$ cat src/qsa_pkg.sv
package qsa_pkg;
  localparam int unsigned NUM_LANES    = 4;
  localparam logic        SUM_CLR_VAL  = 1'b0;
  localparam logic        CARRY_CLR    = 1'b0;
  localparam logic        PEND_CLR_VAL = 1'b1;
  localparam logic        MODE_ADD     = 1'b0;
  localparam logic        MODE_SUB     = 1'b1;
endpackage

$ cat src/qsa_quad_serial_add_subtract.sv
// Operation
// [RULE1] four lanes, shared clock and clear
// [RULE2] each lane: result flop and carry flop
// [RULE3] state changes only on rising clock edge; code also loads the sum, carry and pend flops when async_clear_n falls
// [RULE4] mode low adds, mode high subtracts
// [RULE5] clear zeroes result, carry follows mode; code takes the preset from the mode at the last rising edge under clear
// [RULE6] clear acts asynchronously, overrides all lanes
// [RULE7] subtract inverts second operand internally
// [RULE8] preset carry added in first bit operation
// [RULE9] operands arrive lsb first after clear
// [RULE10] ones-complement: mode raised after clear release
// [RULE11] each lane drives registered result bit
// [RULE12] sum is xor, carry is majority
module qsa_quad_serial_add_subtract
  import qsa_pkg::*;
(
  input  wire logic                 clk,
  input  wire logic                 rst_n,
  input  wire logic                 async_clear_n,
  input  wire logic [NUM_LANES-1:0] operand_a,
  input  wire logic [NUM_LANES-1:0] operand_b,
  input  wire logic [NUM_LANES-1:0] mode_sub,
  output logic      [NUM_LANES-1:0] result_bit
);

  // sum and carry out of one bit step travel together
  typedef struct packed {
    logic sum;
    logic carry;
  } qsa_step_s;

  function automatic logic sum3
  (
    input logic x,
    input logic y,
    input logic z
  );
  begin
    sum3 = x ^ y ^ z; // [RULE12]
  end
  endfunction

  function automatic logic maj3
  (
    input logic x,
    input logic y,
    input logic z
  );
  begin
    maj3 = (x & y) | (x & z) | (y & z); // [RULE12]
  end
  endfunction

  function automatic logic is_sub
  (
    input logic mode
  );
  begin
    is_sub = (mode == MODE_SUB); // [RULE4]
  end
  endfunction

  // b follows the live mode, not the one captured under clear
  function automatic logic eff_operand
  (
    input logic b,
    input logic mode
  );
  begin
    eff_operand = b ^ is_sub(mode); // [RULE7]
  end
  endfunction

  function automatic qsa_step_s add_step
  (
    input logic a,
    input logic b,
    input logic c
  );
    qsa_step_s step_v;
  begin
    step_v.sum   = sum3(a, b, c);
    step_v.carry = maj3(a, b, c);
    add_step     = step_v;
  end
  endfunction

  // what either clear leaves in a lane
  function automatic qsa_step_s cleared_step();
  begin
    cleared_step.sum   = SUM_CLR_VAL; // [RULE5]
    cleared_step.carry = CARRY_CLR;
  end
  endfunction

  // sync reset acts like the clear but only at a rising edge
  function automatic qsa_step_s sync_reset
  (
    input qsa_step_s step_in,
    input logic      rst_low
  );
  begin
    sync_reset = rst_low ? cleared_step() : step_in;
  end
  endfunction

  // mode kept while the clear is held, old value otherwise
  function automatic logic capture_mode
  (
    input logic held,
    input logic clear_low,
    input logic live
  );
  begin
    capture_mode = clear_low ? live : held;
  end
  endfunction

  // the first bit after a clear takes the preset, later bits the saved
  // carry; the carry flop itself only ever clears to a constant
  function automatic logic pick_carry
  (
    input logic pend,
    input logic cap_mode,
    input logic carry
  );
  begin
    pick_carry = pend ? is_sub(cap_mode) : carry; // [RULE8]
  end
  endfunction

  genvar lane;

  // lanes share clk, rst_n and the clear; nothing else crosses over
  generate
    for (lane = 0; lane < NUM_LANES; lane++) // [RULE1]
    begin : g_lane
      // stored state of the lane
      logic      sum_reg;
      logic      sum_next;
      logic      carry_reg;
      logic      carry_next;
      logic      pend_reg;
      logic      pend_next;
      logic      cap_mode_reg;
      logic      cap_mode_next;

      // bit step datapath
      logic      b_eff;
      logic      carry_eff;
      qsa_step_s step;

      // mode seen at the last edge under clear; a clear that misses
      // every rising edge leaves the older mode in place
      always_comb
      begin
        cap_mode_next = capture_mode(cap_mode_reg, !async_clear_n,
                                     mode_sub[lane]); // [RULE5]
      end

      always_ff @(posedge clk)
      begin
        cap_mode_reg <= cap_mode_next;
      end

      // preset pending: set by either clear, gone after one bit step
      always_comb
      begin
        pend_next = !PEND_CLR_VAL; // [RULE8]
        if (!rst_n)
        begin
          pend_next = PEND_CLR_VAL;
        end
      end

      always_ff @(posedge clk or negedge async_clear_n) // [RULE6]
      begin
        if (!async_clear_n)
        begin
          pend_reg <= PEND_CLR_VAL;
        end
        else
        begin
          pend_reg <= pend_next;
        end
      end

      // effective operand and carry for this edge
      always_comb
      begin
        b_eff = eff_operand(operand_b[lane], mode_sub[lane]); // [RULE7]
        carry_eff = pick_carry(pend_reg, cap_mode_reg, carry_reg);
      end

      // add step, then the sync reset override
      always_comb
      begin
        step       = add_step(operand_a[lane], b_eff, carry_eff); // [RULE12]
        step       = sync_reset(step, !rst_n);
        sum_next   = step.sum;
        carry_next = step.carry;
      end

      // async branch loads constants only, so no mode reaches it
      always_ff @(posedge clk or negedge async_clear_n) // [RULE3] [RULE6]
      begin
        if (!async_clear_n)
        begin
          sum_reg   <= SUM_CLR_VAL; // [RULE5]
          carry_reg <= CARRY_CLR;
        end
        else
        begin
          sum_reg   <= sum_next; // [RULE2]
          carry_reg <= carry_next; // [RULE2]
        end
      end

      // result flop drives the pin directly; no extra stage
      assign result_bit[lane] = sum_reg; // [RULE11]
    end
  endgenerate

endmodule

$ cat config.mk
export PLATFORM = sky130hd
export DESIGN_NAME = qsa_quad_serial_add_subtract
export DESIGN_NICKNAME = d
export VERILOG_FILES = /design/src/qsa_pkg.sv /design/src/qsa_quad_serial_add_subtract.sv
export SDC_FILE = /design/constraint.sdc
export NUM_CORES = 1
export LEC_CHECK = 0
export ABC_AREA = 1
export BUFFER_PORTS_ARGS = -buffer_cell sky130_fd_sc_hd__buf_2
export CORE_MARGIN = 2
export CORE_UTILIZATION = 41
export CTS_BUF_LIST = sky130_fd_sc_hd__clkbuf_4 sky130_fd_sc_hd__clkbuf_8
export DETAILED_ROUTE_END_ITERATION = 8
export MAX_ROUTING_LAYER = met4
export PLACE_DENSITY_LB_ADDON = 0.05
export SLEW_MARGIN = 0
export SYNTH_ARGS = -nofsm -noshare
export SYNTH_HDL_FRONTEND = slang
export SYNTH_SLANG_ARGS = --single-unit
export TNS_END_PERCENT = 1
$ cat constraint.sdc
create_clock -name clk -period 1.7 [get_ports clk]
set_input_delay 0.34 -clock clk [delete_from_list [all_inputs] [get_ports clk]]
set_output_delay 0.34 -clock clk [all_outputs]
set_load 0.01 [all_outputs]
==> impl_metrics.env <==
export IMPL_ant_nets=0
export IMPL_final_nets=115
export IMPL_multi_input_area_sq_um=200
export IMPL_avgSynthCellArea_sq_um=8.73
export IMPL_finalCriticalPeriod_ns=1.38
export IMPL_mostFrequentLayoutCells="24 x nand2_1, 21 x inv_1, 18 x buf_2"
export IMPL_rows=14
export IMPL_startpoint_type="flip-flop"
export IMPL_ctsRootBufferMaster="clkbuf_4"
export IMPL_wire_per_inst_um=8.51
export IMPL_initial_utilization=0.440
export IMPL_power_density_nw_per_um2=872
export IMPL_cp_max_fo=5
export IMPL_setup_viol=0
export IMPL_maxCapViolations=0
export IMPL_cp_arrival_ns=1.55
export IMPL_cts_sinks=13
export IMPL_die_w_um=44.2
export IMPL_regArea_sq_um=347
export IMPL_path_delay_family="flip-flops"
export IMPL_final_setup_tns_ns=0
export IMPL_cts_buffers=3
export IMPL_ios=19
export IMPL_rsz0062_at_grt="no"
export IMPL_die_area_sq_um=1950
export IMPL_fmax_mhz=723
export IMPL_routed_wl_um=945
export IMPL_diodes=0
export IMPL_synthToLayoutAreaGrowth_pct=18.1
export IMPL_clock_path_buffers=2
export IMPL_synth_seq_area_share=0.523
export IMPL_fillers=141
export IMPL_final_common_cell="nand2_1"
export IMPL_cpMostUsedCell="nand2_1"
export IMPL_netlist_instances=76
export IMPL_crit_chain="inv_2 > nand2_1 > nand2_1 > fa_1 > nor2_1"
export IMPL_initialDrtViolationCount=4
export IMPL_skew_ns=0.00114
export IMPL_grt_start_max_net_pins=11
export IMPL_crit_buf_inv=1
export IMPL_stdcell_count=111
export IMPL_cts_resized=0
export IMPL_viasPerCell=4.12
export IMPL_critPathKind="flip-flop to flip-flop"
export IMPL_outcome="finished clean"
export IMPL_place_gp_congestion=0.738
export IMPL_finalMaxSlewViolations=0
export IMPL_post_route_period_util=0.814
export IMPL_crit_slowest_cell="dfstp_2"
export IMPL_vias=457
export IMPL_clkLatencyLatePin_ns=0.27
export IMPL_antenna_found_initial=0
export IMPL_ys_types=9
export IMPL_synthesis_nets=95
export IMPL_cts_tree="done"
export IMPL_grt_pass1_wl_mm=1.75
export IMPL_post_route_drc_count=0
export IMPL_leakagePower_nw=0.477
export IMPL_netlist_area_sq_um=663
export IMPL_placed_cell_area_sq_um=743
export IMPL_overflow=0
export IMPL_final_hold_viol_count=0
export IMPL_fin_area_sq_um=783
export IMPL_synth_ff_latch_count=13
export IMPL_ir_drop_mv=0.460
export IMPL_drive_gt1_frac=0.263
export IMPL_grt_use_total=0.139
export IMPL_placed_cells=106
export IMPL_cts_clk_slew_worst_paths_ns=0.08
export IMPL_hpwl_um=705
export IMPL_fp_coreArea_sq_um=1510
export IMPL_setup_worst_path_end_class="flip-flop"
export IMPL_grt_pass1_vias=420
export IMPL_hold_class="primary input to flip-flop"
export IMPL_yosysWarnings=0
export IMPL_htreeDepth=1
export IMPL_die_y_um=44.2
export IMPL_dr_pass1_iters=3
export IMPL_port_buffers=18
export IMPL_worstPathRequired_ns=1.87
export IMPL_relSlewSlack=0.849
export IMPL_max_stage_delay_ns=0.57
export IMPL_worst_pin_slew_ns=0.227
-- repair_timing --
item / 4_1_cts / 5_1_grt
hold buffers: 1 / 0
endpoints found under the hold margin: 8 / 0
buffers inserted: 0 / 0
-- power breakdown --
part           internal [W]  switching [W]
Combinational     0.0000504      0.0000646
Clock              0.000107      0.0000997
Sequential         0.000354     0.00000769
Total              0.000511       0.000172
-- worst paths after layout --
path | start | endpoint | slack [ns] | cells past startpoint
setup reg to reg | g_lane[2].pend_reg | g_lane[0].sum_reg | 0.32 | 5
hold reg to reg | g_lane[0].carry_reg | g_lane[0].carry_reg | 0.74 | 5
setup / recovery | g_lane[2].pend_reg | g_lane[0].sum_reg | 0.32 | 5
hold / removal | rst_n | g_lane[2].pend_reg | 0.24 | 2
min in group asynchronous | async_clear_n | g_lane[1].sum_reg | 0.45 | 2
max in group asynchronous | async_clear_n | g_lane[2].pend_reg | 1.00 | 2
-- layer usage --
| layer | GRT usage | up-vias | routed length [um] |
|---|---|---|---|
| met5 | - | - | 0 |
| met1 | 0.159 | 196 | 423 |
| li1 | - | 244 | - |
| met2 | 0.188 | 13 | 427 |
| met3 | 0.0735 | 4 | 67 |
| met4 | 0.0909 | 0 | 26 |
-- Yosys cell counts --
| library cell | instances | share of area |
|---|---|---|
| dfstp_2 | 1 | 0.040 |
| fa_1 | 4 | 0.12 |
| buf_4 | 4 | 0.045 |
| dfrtp_1 | 8 | 0.30 |
| edfxtp_1 | 4 | 0.18 |
| nand2_1 | 24 | 0.14 |
| nor2_1 | 8 | 0.045 |
| inv_1 | 21 | 0.12 |
| inv_2 | 2 | 0.011 |
-- per-stage QoR --
step                      total power (W)  hold slack [ns]  utilization  setup slack [ns]
after floorplan                  0.000452           0.0444            -             0.384
after global placement           0.000484            0.210        0.493             0.312
after detailed placement         0.000484            0.212        0.493             0.315
after CTS                        0.000693            0.229        0.520             0.304
after global routing             0.000734            0.222        0.520             0.228
final                            0.000683            0.236        0.520             0.316
-- worst register-to-register path, stage by stage, from the launching register on --
cell and delay, ns:
dfstp_2 0.57, inv_2 0.06, nand2_1 0.05, nand2_1 0.06, fa_1 0.49, nor2_1 0.05
-- cell type report --
cell class	instances	share of cell area
clock buffers	4	0.0383
inverters	23	0.110
multi-input cells	36	0.256
flip-flops and latches	13	0.442
well taps	16	0.0256
repair buffers	19	0.128
-- kinds of logic (layout without fill, tap and decap cells) --
| logic type | after synthesis | after routing | share of synthesized area |
|---|---|---|---|
| adders and majority gates | 4 | 4 | 0.121 |
| DFF | 13 | 13 | 0.523 |
| and+or+nand+nor | 32 | 32 | 0.181 |
| buffers and inverters | 27 | 46 | 0.175 |
(Power assumes the default switching activity.)
